File: src/ldsp_map.vh
`ifndef LDSP_MAP_VH
`define LDSP_MAP_VH
`define LDSP_FRAME_BITS 16
`define LDSP_CNT_W 5
`define LDSP_ADDR_DIS_READ 8'h92
`define LDSP_ADDR_DIS_WR0 8'h52
`define LDSP_ADDR_DIS_WR1 8'h53
`define LDSP_DIS_RESET 6'h3F
`define LDSP_DIS_W 6
`define LDSP_CNT_ZERO 5'h00
`define LDSP_CNT_ONE 5'h01
`define LDSP_CNT_FULL 5'h10
`define LDSP_ADDR_MSB 15
`define LDSP_ADDR_LSB 8
`define LDSP_DATA_MSB 7
`define LDSP_DATA_LSB 0
`define LDSP_SHIFT_RESET 16'h0000
`define LDSP_READ_PAD 10'h000
`define LDSP_CHDIS_RESET 12'hFFF
`endif

File: src/ldsp_serial_port.v
`include "ldsp_map.vh"

module ldsp_serial_port (
  input wire i_core_clk,
  input wire i_rst_n,
  input wire i_sclk,
  input wire i_sdi,
  input wire i_latch,
  output reg o_serial_out_pin,
  output reg o_cmd_valid,
  output reg [7:0] o_cmd_addr,
  output reg [7:0] o_cmd_data,
  output reg [11:0] o_channel_disable_bits
);

  // ****************************************
  // Input synchronisers
  // ****************************************
  reg [1:0] sclk_s_r, sdi_s_r, lat_s_r;
  reg sclk_d_r, lat_d_r;

  // Two stages per pin before use
  always @(posedge i_core_clk or negedge i_rst_n) begin
    if (!i_rst_n) begin
      sclk_s_r <= 2'h0;
      sdi_s_r <= 2'h0;
      lat_s_r <= 2'h0;
      sclk_d_r <= 1'b0;
      lat_d_r <= 1'b0;
    end else begin
      sclk_s_r <= {sclk_s_r[0], i_sclk};
      sdi_s_r <= {sdi_s_r[0], i_sdi};
      lat_s_r <= {lat_s_r[0], i_latch};
      sclk_d_r <= sclk_s_r[1];
      lat_d_r <= lat_s_r[1];
    end
  end

  wire sclk_rise = sclk_s_r[1] & ~sclk_d_r;
  wire sclk_fall = ~sclk_s_r[1] & sclk_d_r;
  wire lat_rise = lat_s_r[1] & ~lat_d_r;

  // ****************************************
  // Frame decode helpers
  // ****************************************

  // Address field of a collected frame, shifted in first so it sits high
  function [7:0] frame_addr;
    input [15:0] frame;
    begin
      frame_addr = frame[`LDSP_ADDR_MSB:`LDSP_ADDR_LSB];
    end
  endfunction

  // Data field of a collected frame, shifted in last so it sits low
  function [7:0] frame_data;
    input [15:0] frame;
    begin
      frame_data = frame[`LDSP_DATA_MSB:`LDSP_DATA_LSB];
    end
  endfunction

  // True when a frame carries the given address code
  function addr_is;
    input [15:0] frame;
    input [7:0] code;
    begin
      addr_is = (frame_addr(frame) == code);
    end
  endfunction

  // ****************************************
  // Frame state
  // ****************************************

  // Shift register, bit counter and broken-frame flag
  reg [15:0] shift_r;
  reg [15:0] shift_nxt;
  reg [`LDSP_CNT_W-1:0] cnt_r;
  reg [`LDSP_CNT_W-1:0] cnt_nxt;
  reg len_bad_r;
  reg len_bad_nxt;

  // Channel-disable halves, one per write address
  reg [5:0] dis_lo_r;
  reg [5:0] dis_lo_nxt;
  reg [5:0] dis_hi_r;
  reg [5:0] dis_hi_nxt;

  // Next values of the registered outputs
  reg cmd_valid_nxt;
  reg [7:0] cmd_addr_nxt;
  reg [7:0] cmd_data_nxt;
  reg sdo_nxt;
  reg [11:0] chdis_nxt;

  // Length is judged modulo a frame so a chain of frames still counts
  wire frame_ok = (cnt_r == `LDSP_CNT_FULL) && !len_bad_r;

  // A frame is acted on only at the latch edge
  wire cmd_take = lat_rise && frame_ok;

  // A valid read of the disable bits reloads the shift register
  wire read_hit = cmd_take && addr_is(shift_r, `LDSP_ADDR_DIS_READ);

  // ****************************************
  // Shift register next value
  // ****************************************

  // Latch has priority: a read loads the answer, otherwise the frame stays
  always @* begin
    shift_nxt = shift_r;
    if (read_hit)
      shift_nxt = {`LDSP_READ_PAD, dis_lo_r};
    else if (!lat_rise && sclk_rise)
      shift_nxt = {shift_r[14:0], sdi_s_r[1]};
  end

  // ****************************************
  // Bit counter next value
  // ****************************************

  // Counts 1 to 16 and wraps, so cascaded frames keep 16-bit units
  always @* begin
    cnt_nxt = cnt_r;
    if (lat_rise)
      cnt_nxt = `LDSP_CNT_ZERO;
    else if (sclk_rise && cnt_r == `LDSP_CNT_FULL)
      cnt_nxt = `LDSP_CNT_ONE;
    else if (sclk_rise)
      cnt_nxt = cnt_r + `LDSP_CNT_ONE;
  end

  // ****************************************
  // Broken frame detection
  // ****************************************

  // A clock edge while the latch is high breaks the frame being built
  always @* begin
    len_bad_nxt = len_bad_r;
    if (lat_rise)
      len_bad_nxt = 1'b0;
    else if (sclk_rise && lat_s_r[1])
      len_bad_nxt = 1'b1;
  end

  // ****************************************
  // Register writes
  // ****************************************

  // Only a whole frame at the latch edge may change the disable bits
  always @* begin
    dis_lo_nxt = dis_lo_r;
    dis_hi_nxt = dis_hi_r;
    if (cmd_take && addr_is(shift_r, `LDSP_ADDR_DIS_WR0))
      dis_lo_nxt = shift_r[`LDSP_DIS_W-1:0];
    if (cmd_take && addr_is(shift_r, `LDSP_ADDR_DIS_WR1))
      dis_hi_nxt = shift_r[`LDSP_DIS_W-1:0];
  end

  // ****************************************
  // Command report
  // ****************************************

  // One-cycle pulse with the frame that was taken; fields hold after it
  always @* begin
    cmd_valid_nxt = cmd_take;
    cmd_addr_nxt = o_cmd_addr;
    cmd_data_nxt = o_cmd_data;
    if (cmd_take) begin
      cmd_addr_nxt = frame_addr(shift_r);
      cmd_data_nxt = frame_data(shift_r);
    end
  end

  // ****************************************
  // Serial output
  // ****************************************

  // At the latch the pin shows the word about to go out, so a read
  // presents its first answer bit before the host's first clock edge
  always @* begin
    sdo_nxt = o_serial_out_pin;
    if (lat_rise)
      sdo_nxt = shift_nxt[15];
    else if (sclk_fall)
      sdo_nxt = shift_r[15];
  end

  // Channel state seen by the output stage
  always @* begin
    chdis_nxt = {dis_hi_r, dis_lo_r};
  end

  // ****************************************
  // Frame registers
  // ****************************************

  // Shift register, counter and flag
  always @(posedge i_core_clk or negedge i_rst_n) begin
    if (!i_rst_n) begin
      shift_r <= `LDSP_SHIFT_RESET;
      cnt_r <= `LDSP_CNT_ZERO;
      len_bad_r <= 1'b0;
    end else begin
      shift_r <= shift_nxt;
      cnt_r <= cnt_nxt;
      len_bad_r <= len_bad_nxt;
    end
  end

  // ****************************************
  // Disable bit registers
  // ****************************************

  // All channels start deactivated
  always @(posedge i_core_clk or negedge i_rst_n) begin
    if (!i_rst_n) begin
      dis_lo_r <= `LDSP_DIS_RESET;
      dis_hi_r <= `LDSP_DIS_RESET;
    end else begin
      dis_lo_r <= dis_lo_nxt;
      dis_hi_r <= dis_hi_nxt;
    end
  end

  // ****************************************
  // Output registers
  // ****************************************

  // Every output comes straight from a flip-flop
  always @(posedge i_core_clk or negedge i_rst_n) begin
    if (!i_rst_n) begin
      o_cmd_valid <= 1'b0;
      o_cmd_addr <= 8'h00;
      o_cmd_data <= 8'h00;
      o_serial_out_pin <= 1'b0;
      o_channel_disable_bits <= `LDSP_CHDIS_RESET;
    end else begin
      o_cmd_valid <= cmd_valid_nxt;
      o_cmd_addr <= cmd_addr_nxt;
      o_cmd_data <= cmd_data_nxt;
      o_serial_out_pin <= sdo_nxt;
      o_channel_disable_bits <= chdis_nxt;
    end
  end

endmodule

File: config.mk
export PLATFORM = sky130hd
export DESIGN_NAME = ldsp_serial_port
export DESIGN_NICKNAME = d
export VERILOG_FILES = /design/src/ldsp_serial_port.v
export VERILOG_INCLUDE_DIRS = /design/src
export SDC_FILE = /design/constraint.sdc
export NUM_CORES = 1
export LEC_CHECK = 0
export BUFFER_PORTS_ARGS = -buffer_cell sky130_fd_sc_hd__buf_2
export CAP_MARGIN = 20
export CORE_MARGIN = 10
export CORE_UTILIZATION = 45
export DETAILED_ROUTE_END_ITERATION = 16
export SLEW_MARGIN = 25
export SYNTH_ARGS = -nofsm -noshare
export SYNTH_HDL_FRONTEND = slang
export SYNTH_SLANG_ARGS = --single-unit
File: constraint.sdc
create_clock -name i_core_clk -period 4.1 [get_ports i_core_clk]
set_input_delay 0.615 -clock i_core_clk [delete_from_list [all_inputs] [get_ports i_core_clk]]
set_output_delay 0.615 -clock i_core_clk [all_outputs]
set_load 0.01 [all_outputs]
Yosys cells after proc, flatten, opt, wreduce, memory -nomap -nowiden --
Index checks and enable logic that the tools add are counted.
Word-level totals: bits in registers 72, word-level logic and storage cells 50
Operators by class: add/sub/neg operators 1, equality and inequality tests 4, muxes and demuxes 9, bitwise logic cells 6, reduce and logical (&&, ||, !) cells 14
Operators with widths (number):
- 2-to-1 mux 16 bit | 2
- == test 8 x 7 -> 1 bit, second input constant | 2
- 2-to-1 mux 5 bit | 3
- == test 8 bit, second input constant | 1
- logical AND 1 bit | 8
- nonzero test 2 bit | 3
- adder 5 x 1 -> 5 bit, second input constant | 1
- == test 5 bit, second input constant | 1
- 2-to-1 mux 1 bit | 4
- AND 1 bit | 3
- inverter 1 bit | 3
- nonzero test 3 bit | 1
- logical NOT 1 bit | 2

Logic depth before layout (Yosys ltp) --
Gate-level depths: netlist of run 1.
word-level depth 7, depth in mapped cells 8, mapped depth without buffers 6

Worst setup path after synthesis of run 1 --
Ideal clock, no wire load.
kind reg-to-reg, start point reg cnt_r[0], end point reg dis_hi_r[0], setup time 0.082 ns, arrival time 1.689 ns, required time 4.018 ns, slack 2.329 ns, stages on the path, launching flop included 7, buffers on the path 0, period minus slack after synthesis 1.771 ns, path through dfrtp_1 > inv_1 > ha_1 > and4bb_2 > nand3_2 > nor4_4 > mux2_4
On the way: word-level cells in the longest chain between the ends 4
Ends and longest elaborated chain:
- start, declared | line ldsp_serial_port.v:79 | reg [`LDSP_CNT_W-1:0] cnt_r;
- start signal, assigned | line ldsp_serial_port.v:203 | cnt_r <= `LDSP_CNT_ZERO;
- start signal, assigned | line ldsp_serial_port.v:207 | cnt_r <= cnt_nxt;
- == test 5 bit (no line)
- logical AND 1 bit | line ldsp_serial_port.v:98 | wire frame_ok = (cnt_r == `LDSP_CNT_FULL) && !len_bad_r;
- logical AND 1 bit | line ldsp_serial_port.v:101 | wire cmd_take = lat_rise && frame_ok;
- logical AND 1 bit | line ldsp_serial_port.v:157 | if (cmd_take && addr_is(shift_r, `LDSP_ADDR_DIS_WR1))
- end signal, assigned | line ldsp_serial_port.v:220 | dis_hi_r <= `LDSP_DIS_RESET;
- end signal, assigned | line ldsp_serial_port.v:223 | dis_hi_r <= dis_hi_nxt;
- end, declared | line ldsp_serial_port.v:87 | reg [5:0] dis_hi_r;
No other way between the ends. A chain may end at the register's enable or synchronous reset.

Final worst setup path of run 1 --
start point reg cnt_r[0], end point reg o_cmd_addr[4]
On the way: word-level cells in the longest chain between the ends 3
Ends and longest elaborated chain:
- == test 5 bit (no line)
- logical AND 1 bit | line ldsp_serial_port.v:98
- logical AND 1 bit | line ldsp_serial_port.v:101
- end signal, assigned | line ldsp_serial_port.v:241 | o_cmd_addr <= cmd_addr_nxt;
- end, declared | line ldsp_serial_port.v:11 | output reg [7:0] o_cmd_addr,
No other way between the ends.

==> results by stage, run 1 <==
Critical path:
- STA classifies the critical path endpoint as a flip-flop.
- The peak per-stage delay on the critical path is 0.61 ns.
- The kind of start point of the critical path is a flip-flop.
- At the worst endpoint, the arrival time is 2.27 ns.
- For the worst setup path, the data required time is 4.32 ns.
- On the critical path, the stage with the largest delay is an instance of sky130_fd_sc_hd__nand2_1.
- The category of the most critical setup path is flip-flop to flip-flop.
- The peak fanout along the critical path is 17.
- The signal on the critical path passes through inv_1 > ha_1 > and4bb_2 > nand2_1 > mux2_2.

Final layout:
- Summing all flip-flop and latch instances after layout gives around 1800 um^2.
- The filler cells instantiated in the layout total 521.
- The area growth from synthesis to layout is 16.64%.
- In the final layout, the share of cells above drive strength 1 is 44.90%.
- The repair_antennas step left the layout with diodes totalling 0.
- Summing all multi-input logic gate instances after layout gives 875.8 um^2.
- After the last flow step, the layout net total stands at 247.

STA:
- Of the available clock period, the critical path in the final layout requires about 50%.
- The final-report max-slew violation count is 0.
- The worst clock skew is 0.005685 ns.
- The final setup violation count is 0.
- The final total negative setup slack is 0 ns.
- The transition time at the pin with the least slew margin is between 0.9 and 1 ns.
- The hold violation total from the final report is 0.
- The worst path meets setup with 2.055 ns of slack.
- Measured against its own limit, the worst slew margin works out to 37.84%.
- Setup repair after global routing left no endpoint under its margin.
- The highest attainable clock frequency is 0.4890 GHz.
- The final critical delay including setup and external delays is ~2 ns.

Logic synthesis:
- Counting flops and latches in the post-synthesis netlist gives ~70.
- The number of flops mapped to enable cells by yosys is 0.
- The sequential element share of the synthesized area is 66.76%.
- In the synthesized netlist the async set-or-reset flop fraction comes to between 90% and 100%.
- The commonest register cell after synthesis is sky130_fd_sc_hd__dfrtp_1.
- The gate count after technology mapping is 199.
- The average instance in the mapped netlist occupies 13.79 um^2.
- In this run, distinct cell masters in the synthesized netlist total 32.
- The share of synthesized area in the top cell type comes to a little over two fifths.
- For this run, the number of Yosys warnings is 0.
- After synthesis the cells add up to 2744 um^2.
- The commonest cells after synthesis are sky130_fd_sc_hd__dfrtp_1, sky130_fd_sc_hd__nand2_1, sky130_fd_sc_hd__dfstp_2, sky130_fd_sc_hd__mux2_2, sky130_fd_sc_hd__o21ai_0.
- By area the synthesized netlist is led by sky130_fd_sc_hd__dfrtp_1, sky130_fd_sc_hd__dfstp_2, sky130_fd_sc_hd__mux2_2.
- The post-synthesis net count is 206.
- The top cell type by total area after synthesis is sky130_fd_sc_hd__dfrtp_1.
- The cell with the most instances after synthesis is sky130_fd_sc_hd__dfrtp_1.

Global routing:
- The largest net degree at the start of global routing is 73.
- The number of antenna violations at the first check in global routing is 0.
- Global routing consumed, over all layers together, 10.93% of the routing resources.
- The residual overflow from global routing is 0.
- The global-route wire length before repair is 8452 um.
- The number of global-route vias before repair is 1664.

Die:
- The core area is 5921 um^2.
- The y dimension of the die is 98.09 um.
- The overall die width is 98.09 um.
- The starting density of the core is 46.34%.
- The floorplan has 28 rows.
- The top-level port count is 35.
- The die covers 9621 um^2.

Drt:
- The detail-routed net length per standard cell is 15.76 um.
- In the detailed route, the total length drawn on met2 is 2206 um.
- The post-detailed-route count of antenna-violating nets is 0.
- The detailed router used layers up to and including met4.
- The post-detailed-routing wire length is 5042 um.
- The number of design rule violations left after detail routing is 0.
- The amount of wire on met3 after detailed routing is 266 um.
- Dividing the detail-routed via count by the number of cells gives 5.028.
- After detailed routing, the wire length on met1 is about 2500 um.
- The first-iteration detailed-routing DRC count is 36.
- Across all layers, the routed design uses around 1600 vias.
- The pre-antenna-repair detailed-routing pass consisted of 4 iterations.

Status:
- The run finished with clean final reports.

Clocking:
- The number of buffers inserted to repair setup after CTS is 0.
- The total CTS buffers is 9.
- Clock tree synthesis found a total of 72 sinks.
- After clock tree synthesis, the clock-pin slew on the worst setup and hold paths is roughly 0.07 ns.
- Gates resized during post-CTS repair numbered 0.
- The buffer depth of the longest clock path is 2.
- Clock latency on the worst-skew pair, taken at its later pin, is 0.34 ns.
- The CTS tree is yes.
- The H-tree depth is 3.
- CTS placed an instance of sky130_fd_sc_hd__clkbuf_8 at the clock tree root.
- The number of hold buffers added after cts is 0.

Power and ir drop:
- The static leakage power is about 1.5 nW.
- In this run the power density over the cells is 462.8 nW/um^2.
- VDD sags by at most 0.0003011 V.

Place:
- The weighted congestion at the end of routability-driven global placement is between 0.6 and 0.7.
- The number of buffers added on ports is 34.
- The half-perimeter wire length after placement is around 3200 um.
- Prior to clock tree synthesis, the placed netlist has a worst setup slack of 2.033 ns.

Run:
- Across the run, the number of max-cap violations was 0.

Min path:
- The type of the most critical hold path is flip-flop to flip-flop.
==> report_power, final <==
part | switching [mW] | total (mW) | internal [mW]
clock network | 0.260 | 0.572 | 0.312
logic | 0.0485 | 0.0862 | 0.0376
registers | 0.0622 | 0.823 | 0.760
total | 0.371 | 1.48 | 1.11
==> cell families after synthesis <==
group,count (synthesis),synth area share [%]
adders and majority gates,2,0.9118
muxes,33,14.14
buffers and inverters,9,1.322
AOI/OAI and AO/OA,23,5.062
and+or+nand+nor,60,11.81
DFF,72,66.76
==> critical path, delay by kind of cell (launching register included) <==
| family | cells | cell delay (ns) |
|---|---|---|
| multiplexers | 1 | 0.41 |
| flip-flops | 1 | 0.39 |
| adder cells (fa/ha/maj) | 1 | 0.18 |
| buffers and inverters | 1 | 0.07 |
| AND/OR/NAND/NOR | 2 | 0.87 |
==> worst paths after layout <==
path                            cells past startpoint  slack [ns]                         to                 start
worst min register to register                      0        0.35       sdi_s_r[1]$_DFF_PN0_  sdi_s_r[0]$_DFF_PN0_
worst max-delay path                                5        2.06  o_cmd_addr[4]$_DFFE_PN0P_  cnt_r[0]$_DFFE_PN0P_
min in group asynchronous                           2        0.45  o_cmd_data[4]$_DFFE_PN0P_               i_rst_n
worst min-delay path                                0        0.35       sdi_s_r[1]$_DFF_PN0_  sdi_s_r[0]$_DFF_PN0_
max in group asynchronous                           2        3.07  o_cmd_data[6]$_DFFE_PN0P_               i_rst_n
worst max register to register                      5        2.06  o_cmd_addr[4]$_DFFE_PN0P_  cnt_r[0]$_DFFE_PN0P_
==> routing by layer <==
layer | global-route usage [%] | vias up
met5 | 0 | -
met4 | 6.711 | 0
met3 | 3.735 | 11
met2 | 15.48 | 31
met1 | 13.99 | 793
li1 | - | 774
==> cell type report <==
cell class	instances	area share (%)
tap	75	2.932
clock buffer	11	4.730
clock inverter	5	1.720
timing repair buffer	35	5.551
inverter	4	0.4691
sequential	72	57.23
multi-input combinational	118	27.37
==> flip-flops by register name (all words and copies together) (netlist names) <==
register / count
o_serial_out_pin: 1
o_channel_disable_bits: 12
sdi_s_r: 2
lat_s_r: 2
dis_hi_r: 6
cnt_r: 5
dis_lo_r: 6
sclk_d_r: 1
addr_is.frame: 16
o_cmd_addr: 8
lat_d_r: 1
len_bad_r: 1
o_cmd_data: 8
sclk_s_r: 2
o_cmd_valid: 1
==> cells in the final DEF, fill, tap and decap left out, drive strengths merged, types with 2 or more instances in the layout <==
cell type  synthesis  routed
mux2i              5       5
o21ai             10      10
mux2              28      28
clkinv             0       2
a22oi              2       2
nand2b             3       3
nand3              3       3
ha                 2       2
dfstp             24      24
clkinvlp           0       2
and4bb             2       2
dfrtp             48      48
clkbuf             3      11
a22o               3       3
inv                4       4
nand2             37      37
nor2               4       4
nor2b              2       2
nor4               2       2
buf                2      35
a21oi              6       6
==> stage by stage <==
step           hold WS (ns)  util [%]  instances  area [um^2]  power [mW]
2_1_floorplan        0.3194         -        199         2744      0.8767
3_3_place_gp         0.3321     50.57        304         2994      0.9206
3_5_place_dp         0.3347     50.57        304         2994      0.9242
4_1_cts              0.3523     54.06        320         3201       1.498
5_1_grt              0.3606     54.06        320         3201       1.554
6_report             0.3506     54.06        320         3201       1.481
(Power assumes the default switching activity.)
==> inputs of run 2 (changes only) <==
==> constraint.sdc (replaced) <==
create_clock -name i_core_clk -period 1.9 [get_ports i_core_clk]
set_input_delay 0.285 -clock i_core_clk [delete_from_list [all_inputs] [get_ports i_core_clk]]
set_output_delay 0.285 -clock i_core_clk [all_outputs]
set_load 0.01 [all_outputs]
==> results by stage, run 2 (synthesis gave the netlist of run 1 again) <==
Status:
- Status: finished, final reports clean (unchanged).

STA:
- The final critical delay including setup and external delays came to 1.782 ns (was 2.045 ns).
- The worst path setup slack after routing was 0.1182 ns (was 2.055 ns).
- RSZ-0062 raised after global routing: true (was false).
- The final-report max-slew violation count is 0 (unchanged).
- The worst clock skew is 0.009758 ns (was 0.005685 ns).
- The transition time at the pin with the least slew margin is 0.4460 ns (was 0.9315 ns).
- The share of the clock period used by the worst path is 93.78% (was 49.87%).
- The headroom to the max-slew limit is 70.27% (was 37.84%).
- The final total negative setup slack came to 0 ns (unchanged).
- The hold violation total from the final report was 0 (unchanged).
- The final setup violation count is 0 (unchanged).
- The highest attainable clock frequency is 0.5612 GHz (was 0.4890 GHz).

Critical path:
- The number of cell instances on the worst register-to-register path was 7 (was 5).
- The reg-to-reg critical path startpoint is cnt_r[0]$_DFFE_PN0P_ (unchanged).
- The reg-to-reg setup timing slack is 0.12 ns (was 2.06 ns).
- The kind of start point of the critical path is a flip-flop (unchanged).
- The peak fanout along the critical path is 5 (was 17).
- The cell type of the slowest stage on the worst timing path is sky130_fd_sc_hd__dfrtp_1 (was sky130_fd_sc_hd__nand2_1).
- The required time of the worst setup path came to 2.17 ns (was 4.32 ns).
- The type of destination of the critical path is a flip-flop (unchanged).
- The reg-to-reg critical path endpoint is dis_hi_r[4]$_DFFE_PN1P_ (was o_cmd_addr[4]$_DFFE_PN0P_).
- The arrival time at the worst endpoint is 2.05 ns (was 2.27 ns).
- Ordered cell list for the critical path: inv_1 > ha_1 > and4bb_2 > nand3_4 > nor4_4 > buf_4 > mux2_4 (was inv_1 > ha_1 > and4bb_2 > nand2_1 > mux2_2).
- The peak per-stage delay on the critical path is 0.41 ns (was 0.61 ns).
- The launching instance or port of the critical path is cnt_r[0]$_DFFE_PN0P_ (unchanged).
- The category of the most critical setup path is flip-flop to flip-flop (unchanged).
- The capturing element of the worst setup path is dis_hi_r[4]$_DFFE_PN1P_ (was o_cmd_addr[4]$_DFFE_PN0P_).

Place:
- The weighted congestion at the end of routability-driven global placement is 0.7512 (was 0.6850).
- The number of buffers added on ports came to 34 (unchanged).
- The worst setup slack before clock tree synthesis came to 0.07687 ns (was 2.033 ns).
- The half-perimeter wire length after placement was 3583 um (was 3240 um).
- The placed instance area is 3104 um^2 (was 2994 um^2).

Final layout:
- The area growth from synthesis to final layout is 23.85% (was 16.64%).
- The most common cell after layout, fill and taps aside is sky130_fd_sc_hd__dfrtp_1 (unchanged).
- The number of nets in the finished design is 262 (was 247).
- The fraction of final layout cells sized beyond drive strength 1 is 47.31% (was 44.90%).
- The number of flip-flops under the largest register name is 16 (unchanged).
- The count of antenna diodes in the layout is 0 (unchanged).
- Top library cells by usage in the layout, fill and taps aside: sky130_fd_sc_hd__dfrtp_1, sky130_fd_sc_hd__nand2_1, sky130_fd_sc_hd__buf_2 (unchanged).
- The design area is 3398 um^2 (was 3201 um^2).
- The final cell utilization of the core is 57.40% (was 54.06%).

Drt:
- The number of design rule violations left after detail routing is 0 (unchanged).
- The detail-routed net length per standard cell came to 15.15 um (was 15.76 um).
- The post-detailed-route count of antenna-violating nets came to 0 (unchanged).
- The per-cell via count in the routed design is 4.904 (was 5.028).
- The number of optimization iterations in the first detailed-route pass was 4 (unchanged).
- The first-iteration detailed-routing DRC count is 48 (was 36).
- The number of vias after detailed routing is 1643 (was 1609).
- The post-detailed-routing wire length came to 5075 um (was 5042 um).

Die:
- The overall die width is 98.09 um (unchanged).
- The starting density of the core is 46.34% (unchanged).
- The core area is 5921 um^2 (unchanged).
- The top-level port count is 35 (unchanged).
- The y dimension of the die is 98.09 um (unchanged).
- The number of standard-cell rows in the floorplan came to 28 (unchanged).
- The overall die area is 9621 um^2 (unchanged).

Power and ir drop:
- The switching share of power is 22.30% (was 25.06%).
- The static leakage power is 1.651 nW (was 1.544 nW).
- The post-layout total power is 3.585 mW (was 1.481 mW).
- The maximum resistive drop on vdd was 0.0005280 V (was 0.0003011 V).
- The relative contribution of the clock network to total power is 44.5% (was 38.6%).
- The switching component of the power was 0.7995 mW (was 0.3711 mW).
- The power density over the cells came to 1055 nW/um^2 (was 462.8 nW/um^2).
- The combinational group share of total power is 6.3% (was 5.8%).
- The sequential power share is 49.2% (was 55.5%).
- The design internal power was 2.785 mW (was 1.110 mW).

Global routing:
- The residual overflow from global routing is 0 (unchanged).
- The overall fraction of global-route tracks in use is 11.40% (was 10.93%).
- The largest net degree at the start of global routing is 39 (was 73).
- The global-route wire length before repair is 8921 um (was 8452 um).
- The number of antenna violations at the first check in global routing is 0 (unchanged).
- The number of global-route vias before repair is 1726 (was 1664).

Clocking:
- The clock latency of the later-clocked register in the worst-skew pair is 0.35 ns (was 0.34 ns).
- The H-tree depth came to 3 (unchanged).
- The total CTS buffers is 9 (unchanged).
- The clock tree root driver cell was sky130_fd_sc_hd__clkbuf_8 (unchanged).
- The number of clock sinks seen by CTS is 72 (unchanged).
- The CTS tree is yes (unchanged).
- The clock-pin slew on the worst setup and hold paths came to 0.07 ns (about the same).
- The buffer depth of the longest clock path is 2 (unchanged).

Min path:
- The type of the most critical hold path is input port to flip-flop (was flip-flop to flip-flop).

Run:
- The number of violations of the max-capacitance limit is 0 (unchanged).
## run 2: what timing repair did
item	CTS	global route
hold buffers	1	0
endpoints found under the setup margin	0	12
endpoints found under the hold margin	6	0
gates resized for setup	0	1
setup buffers	0	1
## run 2: worst min-delay path by stage
stage,from,end,slack (ns),depth (start not counted)
floorplan,i_rst_n,addr_is.frame[0]$_DFFE_PN0P_,-0.01,0
global placement,i_rst_n,addr_is.frame[4]$_DFFE_PN0P_,0.26,1
detailed placement,i_rst_n,o_cmd_data[4]$_DFFE_PN0P_,0.25,1
CTS,i_sdi,sdi_s_r[0]$_DFF_PN0_,0.03,1
global route,i_sdi,sdi_s_r[0]$_DFF_PN0_,0.03,1
finish,i_sdi,sdi_s_r[0]$_DFF_PN0_,0.04,1
## run 2: power groups by stage
stage / combinational (mW) / sequential [mW] / clock [mW]
floorplan: 0.133 / 1.76 / 0
global placement: 0.226 / 1.79 / 0
detailed placement: 0.229 / 1.79 / 0
CTS: 0.232 / 1.76 / 1.64
global route: 0.266 / 1.79 / 1.70
finish: 0.227 / 1.76 / 1.60
## run 2: per-stage QoR
| stage | std cells | hold slack [ns] |
|---|---|---|
| floorplan | 199 | -0.01059 |
| global placement | 317 | 0.2557 |
| detailed placement | 317 | 0.2538 |
| CTS | 334 | 0.02967 |
| global route | 335 | 0.02534 |
| finish | 335 | 0.04392 |
## run 2: cell type report
| type | instances | area [um^2] |
|---|---|---|
| repair buffers | 50 | 305.3 |
| clock buffers | 11 | 141.4 |
| clock inverters | 5 | 127.6 |
| well taps | 75 | 93.84 |
| multi-input cells | 118 | 883.3 |
| flip-flops and latches | 72 | 1832 |
| inverters | 4 | 15.01 |
| fillers | 481 | 2522 |
## run 2: worst max-delay path: cells and delay by family (launching register included)
| kind | cells | cell delay, ns |
|---|---|---|
| multiplexers | 1 | 0.29 |
| flip-flops | 1 | 0.41 |
| AND/OR/NAND/NOR | 3 | 0.59 |
| buffers and inverters | 2 | 0.28 |
| adder cells (fa/ha/maj) | 1 | 0.15 |
## run 2: layer usage
metal,track usage (%),part of all wire (%),vias up,wire (um)
li1,-,-,800,-
met1,14.13,46,800,2352
met2,16.65,45,35,2307
met3,5.004,6.8,8,346
met4,5.369,1.4,0,70
met5,0,0,-,0
==> inputs of run 3 (changes only) <==
==> constraint.sdc (replaced) <==
create_clock -name i_core_clk -period 2.3 [get_ports i_core_clk]
set_input_delay 0.345 -clock i_core_clk [delete_from_list [all_inputs] [get_ports i_core_clk]]
set_output_delay 0.345 -clock i_core_clk [all_outputs]
set_load 0.01 [all_outputs]
==> results by stage, run 3 (synthesis gave the netlist of run 1 again) <==
Critical path:
- The category of the most critical setup path is flip-flop to flip-flop (unchanged).
- The kind of start point of the critical path is a flip-flop (unchanged).
- The type of destination of the critical path was a flip-flop (unchanged).
- The peak fanout along the critical path was 6 (was 5).
- The cell type of the slowest stage on the worst timing path was sky130_fd_sc_hd__dfrtp_1 (unchanged).
- The required time of the worst setup path is 2.56 ns (was 2.17 ns).
- Ordered cell list for the critical path: inv_1 > ha_1 > and4bb_2 > nand3_2 > nor2_2 > mux2_2 (was inv_1 > ha_1 > and4bb_2 > nand3_4 > nor4_4 > buf_4 > mux2_4).
- The arrival time at the worst endpoint is 2.13 ns (was 2.05 ns).
- The kind of cell adding the most delay to the critical path was simple AND/OR/NAND/NOR gates (unchanged).
- The peak per-stage delay on the critical path is 0.41 ns (about the same).
- The count of buffering cells on the critical path with inverters included came to 1 (was 2).

STA:
- The hold violation total from the final report is 0 (unchanged).
- The transition time at the pin with the least slew margin came to 0.6597 ns (was 0.4460 ns).
- The final total negative setup slack is 0 ns (unchanged).
- The share of the clock period used by the worst path is 81.15% (was 93.78%).
- The worst clock skew is 0.008389 ns (was 0.009758 ns).
- The headroom to the max-slew limit is 55.97% (was 70.27%).
- The minimum hold slack is 0.01175 ns (was 0.04392 ns).
- The highest attainable clock frequency is 0.5358 GHz (was 0.5612 GHz).
- RSZ-0062 raised after global routing: false (was true).
- The final setup violation count is 0 (unchanged).
- The final-report max-slew violation count is 0 (unchanged).
- The final critical delay including setup and external delays was 1.866 ns (was 1.782 ns).

Final layout:
- The number of flip-flops under the largest register name came to 16 (unchanged).
- The most common cell after layout, fill and taps aside is sky130_fd_sc_hd__dfrtp_1 (unchanged).
- The sequential cell area in the final layout is 1832 um^2 (unchanged).
- Top library cells by usage in the layout, fill and taps aside: sky130_fd_sc_hd__dfrtp_1, sky130_fd_sc_hd__nand2_1, sky130_fd_sc_hd__buf_2 (unchanged).
- The area growth from synthesis to final layout is 19.38% (was 23.85%).
- The fraction of final layout cells sized beyond drive strength 1 is 45.42% (was 47.31%).
- The area of combinational cells with multiple inputs is 875.8 um^2 (was 883.3 um^2).
- The number of nets in the finished design was 253 (was 262).
- The count of antenna diodes in the layout was 0 (unchanged).
- The number of filler instances in the final layout is 477 (was 481).

Die:
- The top-level port count came to 35 (unchanged).
- The overall die area is 9621 um^2 (unchanged).
- The y dimension of the die is 98.09 um (unchanged).
- The core area was 5921 um^2 (unchanged).
- The overall die width is 98.09 um (unchanged).
- The number of standard-cell rows in the floorplan is 28 (unchanged).
- The starting density of the core came to 46.34% (unchanged).

Place:
- The weighted congestion at the end of routability-driven global placement is 0.7215 (was 0.7512).
- The half-perimeter wire length after placement is 3421 um (was 3583 um).
- The number of buffers added on ports was 34 (unchanged).

Power and ir drop:
- The power density over the cells is 835.6 nW/um^2 (was 1055 nW/um^2).
- The maximum resistive drop on vdd was 0.0004650 V (was 0.0005280 V).
- The static leakage power was 1.590 nW (was 1.651 nW).

Clocking:
- The clock latency of the later-clocked register in the worst-skew pair is 0.33 ns (was 0.35 ns).
- The number of buffers inserted to repair setup after CTS was 0 (unchanged).
- The number of hold buffers added after cts is 0 (was 1).
- The number of resized instances in the post-cts repair step is 0 (unchanged).
- The CTS tree is yes (unchanged).
- The clock-pin slew on the worst setup and hold paths was 0.07 ns (about the same).
- The buffer depth of the longest clock path is 2 (unchanged).
- The H-tree depth was 3 (unchanged).
- The total CTS buffers is 9 (unchanged).
- The number of clock sinks seen by CTS is 72 (unchanged).
- The clock tree root driver cell is sky130_fd_sc_hd__clkbuf_8 (unchanged).

Drt:
- The number of optimization iterations in the first detailed-route pass is 4 (unchanged).
- The per-cell via count in the routed design was 4.957 (was 4.904).
- The first-iteration detailed-routing DRC count came to 100 (was 48).
- The number of vias after detailed routing is 1616 (was 1643).
- The detail-routed net length per standard cell is 15.60 um (was 15.15 um).
- The post-detailed-route count of antenna-violating nets is 0 (unchanged).
- The number of design rule violations left after detail routing is 0 (unchanged).
- The post-detailed-routing wire length is 5086 um (was 5075 um).

Global routing:
- The residual overflow from global routing came to 0 (unchanged).
- The number of global-route vias before repair is 1719 (was 1726).
- The overall fraction of global-route tracks in use was 11.19% (was 11.40%).
- The number of antenna violations at the first check in global routing came to 0 (unchanged).
- The largest net degree at the start of global routing was 73 (was 39).
- The global-route wire length before repair is 8742 um (was 8921 um).

Run:
- The number of violations of the max-capacitance limit was 0 (unchanged).

Status:
- Status: finished, final reports clean (unchanged).

Min path:
- The type of the most critical hold path is input port to asynchronous set/reset pin (was input port to flip-flop).
-- run 3: changes by cell type in the layout (fill, tap and decap cells not counted), sizes merged --
| cell | before | now |
|---|---|---|
| clkbuf | 11 | 13 |
| dlygate4sd3 | 1 | 0 |
| bufinv | 4 | 2 |
| clkinvlp | 1 | 0 |
| buf | 49 | 41 |
| clkinv | 0 | 1 |
-- run 3: through the flow --
stage	utilization (%)	power, mW	setup WS [ns]	cells	area (um^2)
6_report	55.33	2.737	0.4337	326	3276
5_1_grt	55.33	2.870	0.2789	326	3276
4_1_cts	55.33	2.776	0.3993	326	3276
3_5_place_dp	51.54	1.662	0.4205	310	3052
3_3_place_gp	51.54	1.656	0.4489	310	3052
2_1_floorplan	-	1.563	0.5289	199	2744
-- run 3: path summary, 6_finish.rpt --
check | from | endpoint | slack, ns | depth (start not counted)
setup / recovery | cnt_r[0]$_DFFE_PN0P_ | dis_lo_r[3]$_DFFE_PN1P_ | 0.43 | 6
setup reg to reg | cnt_r[0]$_DFFE_PN0P_ | dis_lo_r[3]$_DFFE_PN1P_ | 0.43 | 6
hold reg to reg | sdi_s_r[0]$_DFF_PN0_ | sdi_s_r[1]$_DFF_PN0_ | 0.35 | 0
max in group asynchronous | i_rst_n | dis_lo_r[5]$_DFFE_PN1P_ | 1.93 | 2
hold / removal | i_rst_n | cnt_r[2]$_DFFE_PN0P_ | 0.01 | 2
min in group i_core_clk | i_sdi | sdi_s_r[0]$_DFF_PN0_ | 0.11 | 1
-- run 3: cell type report --
class,count,area share (%)
Clock buffer,13,4.851
Clock inverter,3,1.986
Inverter,4,0.4584
Multi-Input combinational cell,118,26.74
Sequential cell,72,55.92
Tap cell,75,2.865
Timing Repair Buffer,41,7.181
-- run 3: power breakdown --
group / leakage (nW) / internal (mW) / switching, mW / total, mW
Sequential: 0.883 / 1.36 / 0.117 / 1.47
Combinational: 0.594 / 0.0725 / 0.0886 / 0.161
Clock: 0.114 / 0.670 / 0.433 / 1.10
-- run 3: metal layers --
layer | global-route usage (%) | vias to the layer above | share of wire, %
li1 | - | 779 | -
met1 | 14.37 | 795 | 47
met2 | 16.19 | 35 | 45
met3 | 4.228 | 7 | 6.4
met4 | 5.369 | 0 | 1.5
met5 | 0 | - | 0
